$ cat config.mk
export PLATFORM = sky130hd
export DESIGN_NAME = mfi_input_ctrl
export DESIGN_NICKNAME = d
export VERILOG_FILES = /design/src/mfi_pkg.sv /design/src/mfi_input_ctrl.sv /design/src/mfi_term_decode.sv
export SDC_FILE = /design/constraint.sdc
export NUM_CORES = 1
export LEC_CHECK = 0
export BUFFER_PORTS_ARGS = -buffer_cell sky130_fd_sc_hd__clkbuf_2
export CAP_MARGIN = 20
export CORE_MARGIN = 5
export CORE_UTILIZATION = 51
export DETAILED_ROUTE_END_ITERATION = 6
export PLACE_DENSITY = 0.87
export SLEW_MARGIN = 20
export SYNTH_ARGS = -nofsm -noshare
export SYNTH_HDL_FRONTEND = slang
export SYNTH_HIERARCHICAL = 1
export SYNTH_SLANG_ARGS = --single-unit
$ cat constraint.sdc
create_clock -name core_clk_i -period 3.68 [get_ports core_clk_i]
set_input_delay 0.368 -clock core_clk_i [delete_from_list [all_inputs] [get_ports core_clk_i]]
set_output_delay 0.368 -clock core_clk_i [all_outputs]
set_load 0.1 [all_outputs]
$ cat src/mfi_pkg.sv
/*
 package for the multi-function input control block: function codes,
 source select encodings, stop methods and widths.
 assumes nothing beyond a systemverilog compiler.
*/
package mfi_pkg;
   localparam int MFI_NUM_TERM = 5;
   localparam int MFI_CODE_W = 8;
   localparam int MFI_SRC_W = 2;
   localparam int MFI_STOP_W = 2;
   localparam int MFI_REF_W = 16;
   // terminal function codes (hexadecimal setting values)
   localparam logic [7:0] MFI_FN_LOCAL_REMOTE = 8'h01;
   localparam logic [7:0] MFI_FN_BB_NO = 8'h08;
   localparam logic [7:0] MFI_FN_BB_NC = 8'h09;
   localparam logic [7:0] MFI_FN_EXT_OH = 8'h0B;
   localparam logic [7:0] MFI_FN_AUX_AI = 8'h0C;
   localparam logic [7:0] MFI_FN_DRV_EN = 8'h6A;
   // source selections
   localparam logic [1:0] MFI_SRC_OPERATOR = 2'h0;
   localparam logic [1:0] MFI_SRC_TERMINAL = 2'h1;
   localparam logic [1:0] MFI_SRC_SERIAL = 2'h2;
   localparam logic [1:0] MFI_SRC_OPTION = 2'h3;
   // stop method selections
   localparam logic [1:0] MFI_STOP_RAMP = 2'h0;
   localparam logic [1:0] MFI_STOP_COAST = 2'h1;
   localparam logic [1:0] MFI_STOP_DCINJ = 2'h2;
   localparam logic [1:0] MFI_STOP_COAST_TMR = 2'h3;
   typedef enum logic [2:0] {
      MFI_ST_IDLE = 3'b000,
      MFI_ST_RUN = 3'b001,
      MFI_ST_BLOCK = 3'b010,
      MFI_ST_SEARCH = 3'b011,
      MFI_ST_STOP = 3'b100
   } mfi_state_t;
endpackage

$ cat src/mfi_input_ctrl.sv
/*
 multi-function input control: decodes the five multi-function terminals,
 picks local or remote command sources, handles baseblock with resume,
 overheat alarm, auxiliary analog enable and drive enable with stop.
 assumes all inputs are synchronous to core_clk_i; speed search itself
 and the output stage live outside and talk through the ports here.
*/
`timescale 1ns/10ps
// Overview of operation
// - local takes reference and run from panel
// - remote uses reference and run select parameters
// - each terminal does its own coded function
// - code 1 ON local, OFF remote
// - terminal local/remote locks out panel key
// - baseblock cuts output now, resumes after clear
// - search enabled: resume from measured motor speed
// - search disabled: resume from pre-block reference
// - code 8 blocks ON, code 9 OFF
// - code B ON shows overheat alarm
// - overheat alarm never drives fault contact
// - code C switches auxiliary analog input
// - code 6A enables or disables the drive
// - enable lost while running: selected stop method
module mfi_input_ctrl
   import mfi_pkg::*;
(
   input wire logic core_clk_i,
   input wire logic rstn_i,
   input wire logic clk_en_i,
   input wire logic [MFI_NUM_TERM-1:0] multi_function_terminals_i,
   input wire logic [MFI_NUM_TERM*MFI_CODE_W-1:0] terminal_function_select_i,
   input wire logic [MFI_SRC_W-1:0] reference_source_select_i,
   input wire logic [MFI_SRC_W-1:0] run_source_select_i,
   input wire logic [MFI_STOP_W-1:0] stop_method_select_i,
   input wire logic panel_lr_key_i,
   input wire logic [MFI_REF_W-1:0] panel_ref_i,
   input wire logic panel_run_i,
   input wire logic [(1 << MFI_SRC_W)*MFI_REF_W-1:0] src_ref_i,
   input wire logic [3:0] src_run_i,
   input wire logic speed_search_en_i,
   input wire logic search_done_i,
   input wire logic [MFI_REF_W-1:0] search_speed_i,
   input wire logic stop_done_i,
   input wire logic fault_i,
   output logic local_mode_o,
   output logic [MFI_REF_W-1:0] freq_ref_o,
   output logic run_cmd_o,
   output logic output_on_o,
   output logic search_req_o,
   output logic [MFI_REF_W-1:0] resume_ref_o,
   output logic stop_req_o,
   output logic [MFI_STOP_W-1:0] stop_method_o,
   output logic external_overheat_alarm_o,
   output logic fault_contact_o,
   output logic auxiliary_analog_input_en_o
);
   logic rst_s1_q;
   logic rst_n_q;
   logic [MFI_NUM_TERM-1:0] has_lr, lr_on, has_bb, bb_on, has_oh, oh_on, has_ai, ai_on, has_en, en_on;
   logic any_lr, lr_level, blk, drv_en, aux_en, local_d, run_d;
   logic [MFI_REF_W-1:0] ref_d;
   logic panel_key_q;
   logic key_local_q;
   logic local_q;
   logic [MFI_REF_W-1:0] ref_q;
   logic run_q;
   logic [MFI_REF_W-1:0] held_ref_q;
   logic [MFI_REF_W-1:0] resume_ref_q;
   logic oh_q;
   logic aux_q;
   logic fault_q;
   logic [MFI_STOP_W-1:0] stop_method_q;
   mfi_state_t state_q;

   // reset release through two flops; assertion stays asynchronous
   always_ff @(posedge core_clk_i or negedge rstn_i) begin
      if (!rstn_i) begin
         rst_s1_q <= 1'b0;
         rst_n_q <= 1'b0;
      end else begin
         rst_s1_q <= 1'b1;
         rst_n_q <= rst_s1_q;
      end
   end

   // one decoder per terminal, each fed its own select field
   genvar gi;
   generate
      for (gi = 0; gi < MFI_NUM_TERM; gi++) begin : g_term
         mfi_term_decode u_dec (
            .code_i(terminal_function_select_i[gi*MFI_CODE_W +: MFI_CODE_W]),
            .level_i(multi_function_terminals_i[gi]),
            .has_lr_o(has_lr[gi]),
            .lr_local_o(lr_on[gi]),
            .has_bb_o(has_bb[gi]),
            .bb_o(bb_on[gi]),
            .has_oh_o(has_oh[gi]),
            .oh_o(oh_on[gi]),
            .has_ai_o(has_ai[gi]),
            .ai_en_o(ai_on[gi]),
            .has_en_o(has_en[gi]),
            .drv_en_o(en_on[gi])
         );
      end
   endgenerate

   // combine terminals; unassigned drive enable and aux input fall back to enabled, the others to inactive
   always_comb begin
      any_lr = |has_lr;
      lr_level = |lr_on;
      blk = |bb_on;
      drv_en = (|has_en) ? |en_on : 1'b1;
      aux_en = (|has_ai) ? |ai_on : 1'b1;
   end

   // panel key edge; ignored while a terminal owns local/remote
   always_ff @(posedge core_clk_i or negedge rst_n_q) begin
      if (!rst_n_q) begin
         panel_key_q <= 1'b0;
         key_local_q <= 1'b0;
      end else if (clk_en_i) begin
         panel_key_q <= panel_lr_key_i;
         if (panel_lr_key_i && !panel_key_q && !any_lr) begin
            key_local_q <= !key_local_q;
         end
      end
   end

   // source mux: operator in local, parameter-selected in remote
   always_comb begin
      local_d = any_lr ? lr_level : key_local_q;
      if (local_d) begin
         ref_d = panel_ref_i;
         run_d = panel_run_i;
      end else begin
         ref_d = src_ref_i[reference_source_select_i*MFI_REF_W +: MFI_REF_W];
         run_d = (run_source_select_i == MFI_SRC_OPERATOR) ? panel_run_i : src_run_i[run_source_select_i];
      end
   end

   // registered command outputs
   always_ff @(posedge core_clk_i or negedge rst_n_q) begin
      if (!rst_n_q) begin
         local_q <= 1'b0;
         ref_q <= '0;
         run_q <= 1'b0;
      end else if (clk_en_i) begin
         local_q <= local_d;
         ref_q <= ref_d;
         run_q <= run_d;
      end
   end

   // alarm and aux enable; fault contact follows only real faults
   always_ff @(posedge core_clk_i or negedge rst_n_q) begin
      if (!rst_n_q) begin
         oh_q <= 1'b0;
         aux_q <= 1'b1;
         fault_q <= 1'b0;
      end else if (clk_en_i) begin
         oh_q <= |oh_on;
         aux_q <= aux_en;
         fault_q <= fault_i;
      end
   end

   // run sequencer: baseblock wins over everything, then drive enable
   always_ff @(posedge core_clk_i or negedge rst_n_q) begin
      if (!rst_n_q) begin
         state_q <= MFI_ST_IDLE;
         held_ref_q <= '0;
         resume_ref_q <= '0;
         stop_method_q <= MFI_STOP_RAMP;
      end else if (clk_en_i) begin
         case (state_q)
            MFI_ST_IDLE: begin
               if (blk) begin
                  state_q <= MFI_ST_BLOCK;
               end else if (run_d && drv_en) begin
                  state_q <= MFI_ST_RUN;
               end
            end
            MFI_ST_RUN: begin
               if (blk) begin
                  held_ref_q <= ref_q;
                  state_q <= MFI_ST_BLOCK;
               end else if (!drv_en) begin
                  stop_method_q <= stop_method_select_i;
                  state_q <= MFI_ST_STOP;
               end else if (!run_d) begin
                  state_q <= MFI_ST_IDLE;
               end
               resume_ref_q <= ref_d;
            end
            MFI_ST_BLOCK: begin
               if (!blk) begin
                  if (speed_search_en_i) begin
                     state_q <= MFI_ST_SEARCH;
                  end else begin
                     resume_ref_q <= held_ref_q;
                     state_q <= run_d ? MFI_ST_RUN : MFI_ST_IDLE;
                  end
               end
            end
            MFI_ST_SEARCH: begin
               if (blk) begin
                  state_q <= MFI_ST_BLOCK;
               end else if (search_done_i) begin
                  resume_ref_q <= search_speed_i;
                  state_q <= MFI_ST_RUN;
               end
            end
            MFI_ST_STOP: begin
               if (blk) begin
                  state_q <= MFI_ST_BLOCK;
               end else if (stop_done_i) begin
                  state_q <= MFI_ST_IDLE;
               end
            end
            default: begin
               state_q <= MFI_ST_IDLE;
            end
         endcase
      end
   end

   // output is cut combinationally from the block input so a contactor
   // opened after the command never breaks live current
   assign output_on_o = (state_q == MFI_ST_RUN) && !blk;
   assign search_req_o = (state_q == MFI_ST_SEARCH);
   assign stop_req_o = (state_q == MFI_ST_STOP);
   assign local_mode_o = local_q;
   assign freq_ref_o = ref_q;
   assign run_cmd_o = run_q;
   assign resume_ref_o = resume_ref_q;
   assign stop_method_o = stop_method_q;
   assign external_overheat_alarm_o = oh_q;
   assign fault_contact_o = fault_q;
   assign auxiliary_analog_input_en_o = aux_q;

   bb_cuts_output_a: assert property (@(posedge core_clk_i) disable iff (!rst_n_q)
      blk |-> !output_on_o) else $error("output on during baseblock");
   local_follows_term_a: assert property (@(posedge core_clk_i) disable iff (!rst_n_q)
      (clk_en_i && any_lr) |=> (local_mode_o == $past(lr_level))) else $error("local mode wrong");
   local_uses_panel_a: assert property (@(posedge core_clk_i) disable iff (!rst_n_q)
      (clk_en_i && local_d) |=> (freq_ref_o == $past(panel_ref_i) && run_cmd_o == $past(panel_run_i)))
      else $error("local sources wrong");
   key_locked_a: assert property (@(posedge core_clk_i) disable iff (!rst_n_q)
      any_lr |=> $stable(key_local_q)) else $error("panel key acted while locked");
   oh_alarm_a: assert property (@(posedge core_clk_i) disable iff (!rst_n_q)
      (clk_en_i && |oh_on) |=> external_overheat_alarm_o) else $error("overheat alarm missing");
   oh_no_fault_a: assert property (@(posedge core_clk_i) disable iff (!rst_n_q)
      (clk_en_i && !fault_i) |=> !fault_contact_o) else $error("fault contact without fault");
   aux_follow_a: assert property (@(posedge core_clk_i) disable iff (!rst_n_q)
      clk_en_i |=> (auxiliary_analog_input_en_o == $past(aux_en))) else $error("aux enable wrong");
   enable_stop_a: assert property (@(posedge core_clk_i) disable iff (!rst_n_q)
      (clk_en_i && state_q == MFI_ST_RUN && !blk && !drv_en)
      |=> (stop_req_o && stop_method_o == $past(stop_method_select_i)))
      else $error("drive disable did not stop");
   search_resume_a: assert property (@(posedge core_clk_i) disable iff (!rst_n_q)
      (clk_en_i && search_req_o && !blk && search_done_i) |=> (resume_ref_o == $past(search_speed_i)))
      else $error("search speed not taken");
endmodule

$ cat src/mfi_term_decode.sv
/*
 per-terminal decoder: reports which of the covered functions one
 multi-function terminal asserts, and whether it carries each function.
 assumes terminal levels are synchronous to core_clk_i (ON = 1).
*/
`timescale 1ns/10ps
module mfi_term_decode
   import mfi_pkg::*;
(
   input wire logic [MFI_CODE_W-1:0] code_i,
   input wire logic level_i,
   output logic has_lr_o,
   output logic lr_local_o,
   output logic has_bb_o,
   output logic bb_o,
   output logic has_oh_o,
   output logic oh_o,
   output logic has_ai_o,
   output logic ai_en_o,
   output logic has_en_o,
   output logic drv_en_o
);
   // each output is this terminal's own contribution only
   always_comb begin
      has_lr_o = (code_i == MFI_FN_LOCAL_REMOTE);
      lr_local_o = has_lr_o && level_i;
      has_bb_o = (code_i == MFI_FN_BB_NO) || (code_i == MFI_FN_BB_NC);
      bb_o = ((code_i == MFI_FN_BB_NO) && level_i) || ((code_i == MFI_FN_BB_NC) && !level_i);
      has_oh_o = (code_i == MFI_FN_EXT_OH);
      oh_o = has_oh_o && level_i;
      has_ai_o = (code_i == MFI_FN_AUX_AI);
      ai_en_o = has_ai_o && level_i;
      has_en_o = (code_i == MFI_FN_DRV_EN);
      drv_en_o = has_en_o && level_i;
   end
endmodule

==> flow_metrics.py, run 1 <==
metrics = {
    "status": {
        "outcome": "finished with violations",
        "violations": "DRC",
    },
    "detailed_routing": {
        "via_per_inst": 5.94,
        "drc": 3,
        "ant_nets": 0,
        "dr.pass1.iters": 7,
        "drt_iter0_markers": 310,
        "vias": 4076,
        "wire_per_inst_um": 18.6,
        "wl_um": 12800,
    },
    "job": {
        "drv_cap": 0,
    },
    "logic_synthesis": {
        "yosys_warnings": 6,
        "syn_nets": 548,
        "synth_area_per_cell_um2": 10.9,
        "synthCells": 388,
        "netlist_area_um2": 4240,
    },
    "clocking": {
        "cts_buffer_depth": 2,
        "cts_buffers": 9,
        "cts_tree": "done",
        "htree_levels": 3,
        "clkSinkCount": 62,
        "clk_pin_slew_ps": 70,
        "insertion_delay_ps": 340,
        "ctsRootBufferMaster": "clkbuf_8",
    },
    "critical_path": {
        "cp_cell_sequence": "clkbuf_2, xnor2_1, nor4_2, nor3_1, nand2_1, nor4b_1, o211a_1, nor2_1, a21oi_1",
        "start_kind": "input port",
        "arrival_ps": 2940,
        "r2r-start": "state_q[2]$_DFFE_PN0P_",
        "critPathKind": "in2reg",
        "cp_slowest_cell": "o211a_1",
        "end_kind": "flop",
        "cp_slowest_stage_delay_ps": 830,
        "cp.required_ps": 3930,
        "path_max_fanout": 32,
        "crit_start": "terminal_function_select_i[24]",
    },
    "finish": {
        "diodes": 0,
        "nets": 736,
        "areaGrowthSynthToFinish_pct": 30.0,
        "postLayoutCellArea_um2": 5500,
        "final_util_pct": 67.7,
        "most-common-layout-cells": "clkbuf_2 (200), dfrtp_1 (60), mux2_2 (44)",
        "mostFrequentLayoutCell": "clkbuf_2",
        "drive_gt1_share_pct": 56.1,
    },
    "global_routing": {
        "grt_usage_pct": 25.0,
        "grt_pass1_vias": 4373,
        "antenna_found_initial": 0,
        "grt_max_degree": 37,
        "grt_pass1_wl_um": 20200,
        "grt-ovfl-total": 0,
    },
    "timing": {
        "tns_ps": 0,
        "clock_skew_ps": 13.5,
        "min_period_ps": 2700,
        "rsz0062_at_grt": "false",
        "relSlewSlack_pct": 35.2,
        "drv_slew": 0,
        "fin_crit_sh_pct": 73.2,
        "final-hold-violation-count": 0,
        "worst_pin_slew_ps": 972,
        "fmax_mhz": 371,
        "setup_violations": 0,
    },
    "die": {
        "die_y_um": 101,
        "dieArea_um2": 10200,
        "ios": 202,
        "die-width_um": 101,
        "rows": 33,
        "initial_core_util_pct": 52.1,
        "core_area_um2": 8130,
    },
    "placement": {
        "dpl-instance-area_um2": 5240,
        "numPortBuffers": 200,
        "hpwl_um": 10200,
        "place.gp.congestion": 0.892,
    },
    "power_and_ir_drop": {
        "powerDensity_nw_per_um2": 756,
        "irDropWorstVdd_uv": 559,
        "p_leak_nw": 2.61,
        "p_total_mw": 4.16,
    },
    "hold_path": {
        "hold_path_class": "reg2async",
    },
}
stage by stage:
step	hold WS, ps	setup slack, ps	std cells
6_report	240	985	686
5_1_grt	251	755	686
4_1_cts	256	1030	686
3_5_place_dp	155	723	669
3_3_place_gp	154	845	669
2_1_floorplan	72.4	544	388
worst paths after layout:
check                                          endpoint  slack (ps)  cells past startpoint
setup reg to reg           resume_ref_o[13]$_DFFE_PN0P_        1220                      5
min in group core_clk_i     fault_contact_o$_DFFE_PN0P_         260                      2
setup / recovery            resume_ref_o[3]$_DFFE_PN0P_         980                      9
max in group asynchronous    freq_ref_o[14]$_DFFE_PN0P_        2580                      1
hold / removal              resume_ref_o[5]$_DFFE_PN0P_         240                      0
hold reg to reg             resume_ref_o[5]$_DFFE_PN0P_         240                      0
critical path, delay by kind of cell:
| kind | cells | cell delay, ps |
|---|---|---|
| compound gates | 2 | 1010 |
| buf+inv | 1 | 150 |
| xor+xnor | 1 | 210 |
| simple gates | 5 | 1210 |
cell type report:
type                    count  area, um^2
inverters                  16        60.1
clock buffers              10         138
repair buffers            207        1060
flip-flops and latches     62        1550
clock inverters             6         115
fillers                   617        2630
multi-input cells         280        2450
well taps                 105         131
state kept, by name, indices dropped and copies added, names as in the netlist:
signal,cells
local_mode_o,1
key_local_q,1
freq_ref_o,16
external_overheat_alarm_o,1
stop_method_o,2
state_q,3
resume_ref_o,16
panel_key_q,1
auxiliary_analog_input_en_o,1
rst_s1_q,1
rst_n_q,1
fault_contact_o,1
run_cmd_o,1
held_ref_q,16
report_power, final:
group          switching [mW]  internal (mW)
clock                   0.280          0.473
combinational            1.77          0.546
sequential              0.177          0.914
metal layers:
metal / vias up / track usage [%] / share of wire, %
met4: 0 / 11.8 / 3.2
li1: 1865 / - / -
met2: 224 / 44.7 / 53
met5: - / 0 / 0
met1: 1956 / 28.2 / 35
met3: 31 / 5.44 / 8.8
what timing repair did:
action,CTS,global route
hold buffers,1,0
setup buffers,0,0
resized for setup,0,0
endpoints found under the hold margin,2,0
Note: power is estimated with default switching activity, not from simulation.
==> run 2, diff against run 1 <==
--- a/config.mk
+++ b/config.mk
@@ -8,9 +8,9 @@
 export BUFFER_PORTS_ARGS = -buffer_cell sky130_fd_sc_hd__clkbuf_2
 export CAP_MARGIN = 20
 export CORE_MARGIN = 5
-export CORE_UTILIZATION = 51
+export CORE_UTILIZATION = 47
 export DETAILED_ROUTE_END_ITERATION = 6
-export PLACE_DENSITY = 0.87
+export PLACE_DENSITY = 0.81
 export SLEW_MARGIN = 20
 export SYNTH_ARGS = -nofsm -noshare
 export SYNTH_HDL_FRONTEND = slang
==> constraint.sdc (replaced) <==
create_clock -name core_clk_i -period 2.8 [get_ports core_clk_i]
set_input_delay 0.28 -clock core_clk_i [delete_from_list [all_inputs] [get_ports core_clk_i]]
set_output_delay 0.28 -clock core_clk_i [all_outputs]
set_load 0.1 [all_outputs]
==> flow_metrics.py, run 2 (synthesis results as in run 1) <==
metrics = {
    "status": {
        "outcome": "finished with violations",
        "violations": "DRC",
    },
    "global_routing": {
        "grt-busiest-layer": "met2",
        "antenna_found_initial": 0,
        "grtUsageMet1_pct": 26.7,
        "grt-ovfl-total": 0,
        "grt_pass1_wl_um": 20800,
        "grtUsageMet2_pct": 41.5,
        "grt_max_degree": 36,
        "grt_usage_pct": 23.3,
        "grt_pass1_vias": 4292,
        "grtUsageMet3_pct": 5.36,
    },
    "critical_path": {
        "crit_start": "terminal_function_select_i[32]",
        "path_max_fanout": 7,
        "worst-path-buf-inv": 2,
        "critPathKind": "in2out",
        "path_common_cell": "clkbuf_2",
        "start_kind": "input port",
        "cp_slowest_stage_delay_ps": 520,
        "cp.required_ps": 2520,
        "critical_path_cell_count": 7,
        "regToRegEndpoint": "resume_ref_o[13]$_DFFE_PN0P_",
        "r2r_slack_ps": 770,
        "end_kind": "output pin",
        "path_delay_family": "simple AND/OR/NAND/NOR gates",
        "arrival_ps": 2090,
        "cp_cell_sequence": "clkbuf_2, xnor2_2, nor4_2, nor3_2, nand2_2, nor4_4, clkbuf_2",
        "cp_slowest_cell": "clkbuf_2",
        "r2r-start": "state_q[2]$_DFFE_PN0P_",
        "cp-endpoint": "output_on_o",
        "reg2reg_depth": 6,
    },
    "die": {
        "dieArea_um2": 11000,
        "die-width_um": 105,
        "core_area_um2": 8760,
        "die_y_um": 105,
        "initial_core_util_pct": 48.3,
        "ios": 202,
        "rows": 34,
    },
    "power_and_ir_drop": {
        "powerDensity_nw_per_um2": 984,
        "irDropWorstVdd_uv": 1140,
        "p_leak_nw": 2.65,
    },
    "timing": {
        "final-hold-violation-count": 0,
        "drv_slew": 0,
        "setup_violations": 0,
        "rsz0062_at_grt": "false",
        "setup_ws_ps": 434,
        "tns_ps": 0,
        "fmax_mhz": 423,
        "relSlewSlack_pct": 61.6,
        "clock_skew_ps": 8.99,
        "min_period_ps": 2370,
        "holdWs_ps": 172,
        "worst_pin_slew_ps": 579,
        "fin_crit_sh_pct": 84.5,
    },
    "finish": {
        "nets": 738,
        "multi_input_area_um2": 2490,
        "areaGrowthSynthToFinish_pct": 32.2,
        "most-common-layout-cells": "clkbuf_2 (199), dfrtp_1 (60), mux2_2 (43)",
        "mostFrequentLayoutCell": "clkbuf_2",
        "drive_gt1_share_pct": 57.3,
        "seq_area_um2": 1550,
        "diodes": 0,
        "nFillCells": 749,
        "final_util_pct": 63.9,
    },
    "clocking": {
        "post_cts_resized": 0,
        "cts_tree": "done",
        "clk_pin_slew_ps": 70,
        "htree_levels": 3,
        "cts_buffers": 9,
        "cts_buffer_depth": 2,
        "clkSinkCount": 62,
        "insertion_delay_ps": 340,
        "ctsRootBufferMaster": "clkbuf_8",
    },
    "detailed_routing": {
        "via_per_inst": 5.82,
        "wl_um": 12900,
        "vias": 4019,
        "dr.pass1.iters": 7,
        "drt_iter0_markers": 252,
        "ant_nets": 0,
        "wire_per_inst_um": 18.6,
        "drc": 4,
    },
    "hold_path": {
        "hold_path_class": "in2reg",
    },
    "placement": {
        "hpwl_um": 10200,
        "dp_slack_ps": 84.2,
        "numPortBuffers": 200,
        "place.gp.congestion": 0.858,
    },
    "job": {
        "drv_cap": 0,
    },
}
==> run 2: cell types whose count changed in the layout (fill, tap and decap cells not counted), sizes merged <==
| cell | change |
|---|---|
| clkinvlp | +1 |
| inv | -2 |
| buf | +3 |
==> run 2: where the power goes <==
part / switching, mW / total [mW] / internal [mW] / leakage [nW]
clock network: 0.364 / 1.00 / 0.640 / 0.122
registers: 0.228 / 1.43 / 1.20 / 0.750
logic: 2.35 / 3.08 / 0.729 / 1.78
==> run 2: worst reg2reg max path: cells and delay by family, from the launching register on <==
family                 cells  cell delay (ps)
and+or+nand+nor            2              340
DFF                        1              550
AOI/OAI and AO/OA          2              540
buffers and inverters      2              490
==> run 2: what timing repair did <==
item	in CTS	in global routing
hold buffers	1	0
setup buffers	0	0
endpoints found under the hold margin	2	0
==> run 2: area by class of cell <==
class	count	share of cell area, %
well taps	108	2.41
multi-input cells	280	44.6
clock buffers	11	2.70
inverters	16	1.07
repair buffers	209	19.6
flip-flops and latches	62	27.8
clock inverters	5	1.88
==> run 2: worst min-delay path by stage <==
stage                       startpoint                           end  cells past startpoint
2_1_floorplan                   rstn_i             rst_n_q$_DFF_PN0_                      0
6_report       stop_method_select_i[0]  stop_method_o[0]$_DFFE_PN0P_                      2
3_3_place_gp                    rstn_i            rst_s1_q$_DFF_PN0_                      1
5_1_grt        stop_method_select_i[0]  stop_method_o[0]$_DFFE_PN0P_                      2
4_1_cts        stop_method_select_i[0]  stop_method_o[0]$_DFFE_PN0P_                      2
3_5_place_dp                    rstn_i            rst_s1_q$_DFF_PN0_                      1
==> run 2: through the flow <==
| stage | cell area [um^2] | std cells | power (mW) |
|---|---|---|---|
| 2_1_floorplan | 4320 | 388 | 3.93 |
| 3_3_place_gp | 5330 | 674 | 4.46 |
| 3_5_place_dp | 5330 | 674 | 4.51 |
| 4_1_cts | 5600 | 691 | 5.54 |
| 5_1_grt | 5600 | 691 | 5.73 |
| 6_report | 5600 | 691 | 5.51 |
==> run 2: metal layers <==
metal / share of wire (%) / vias up
met5: 0 / -
met4: 3.0 / 0
met3: 7.8 / 27
met2: 53 / 200
met1: 36 / 1929
li1: - / 1863
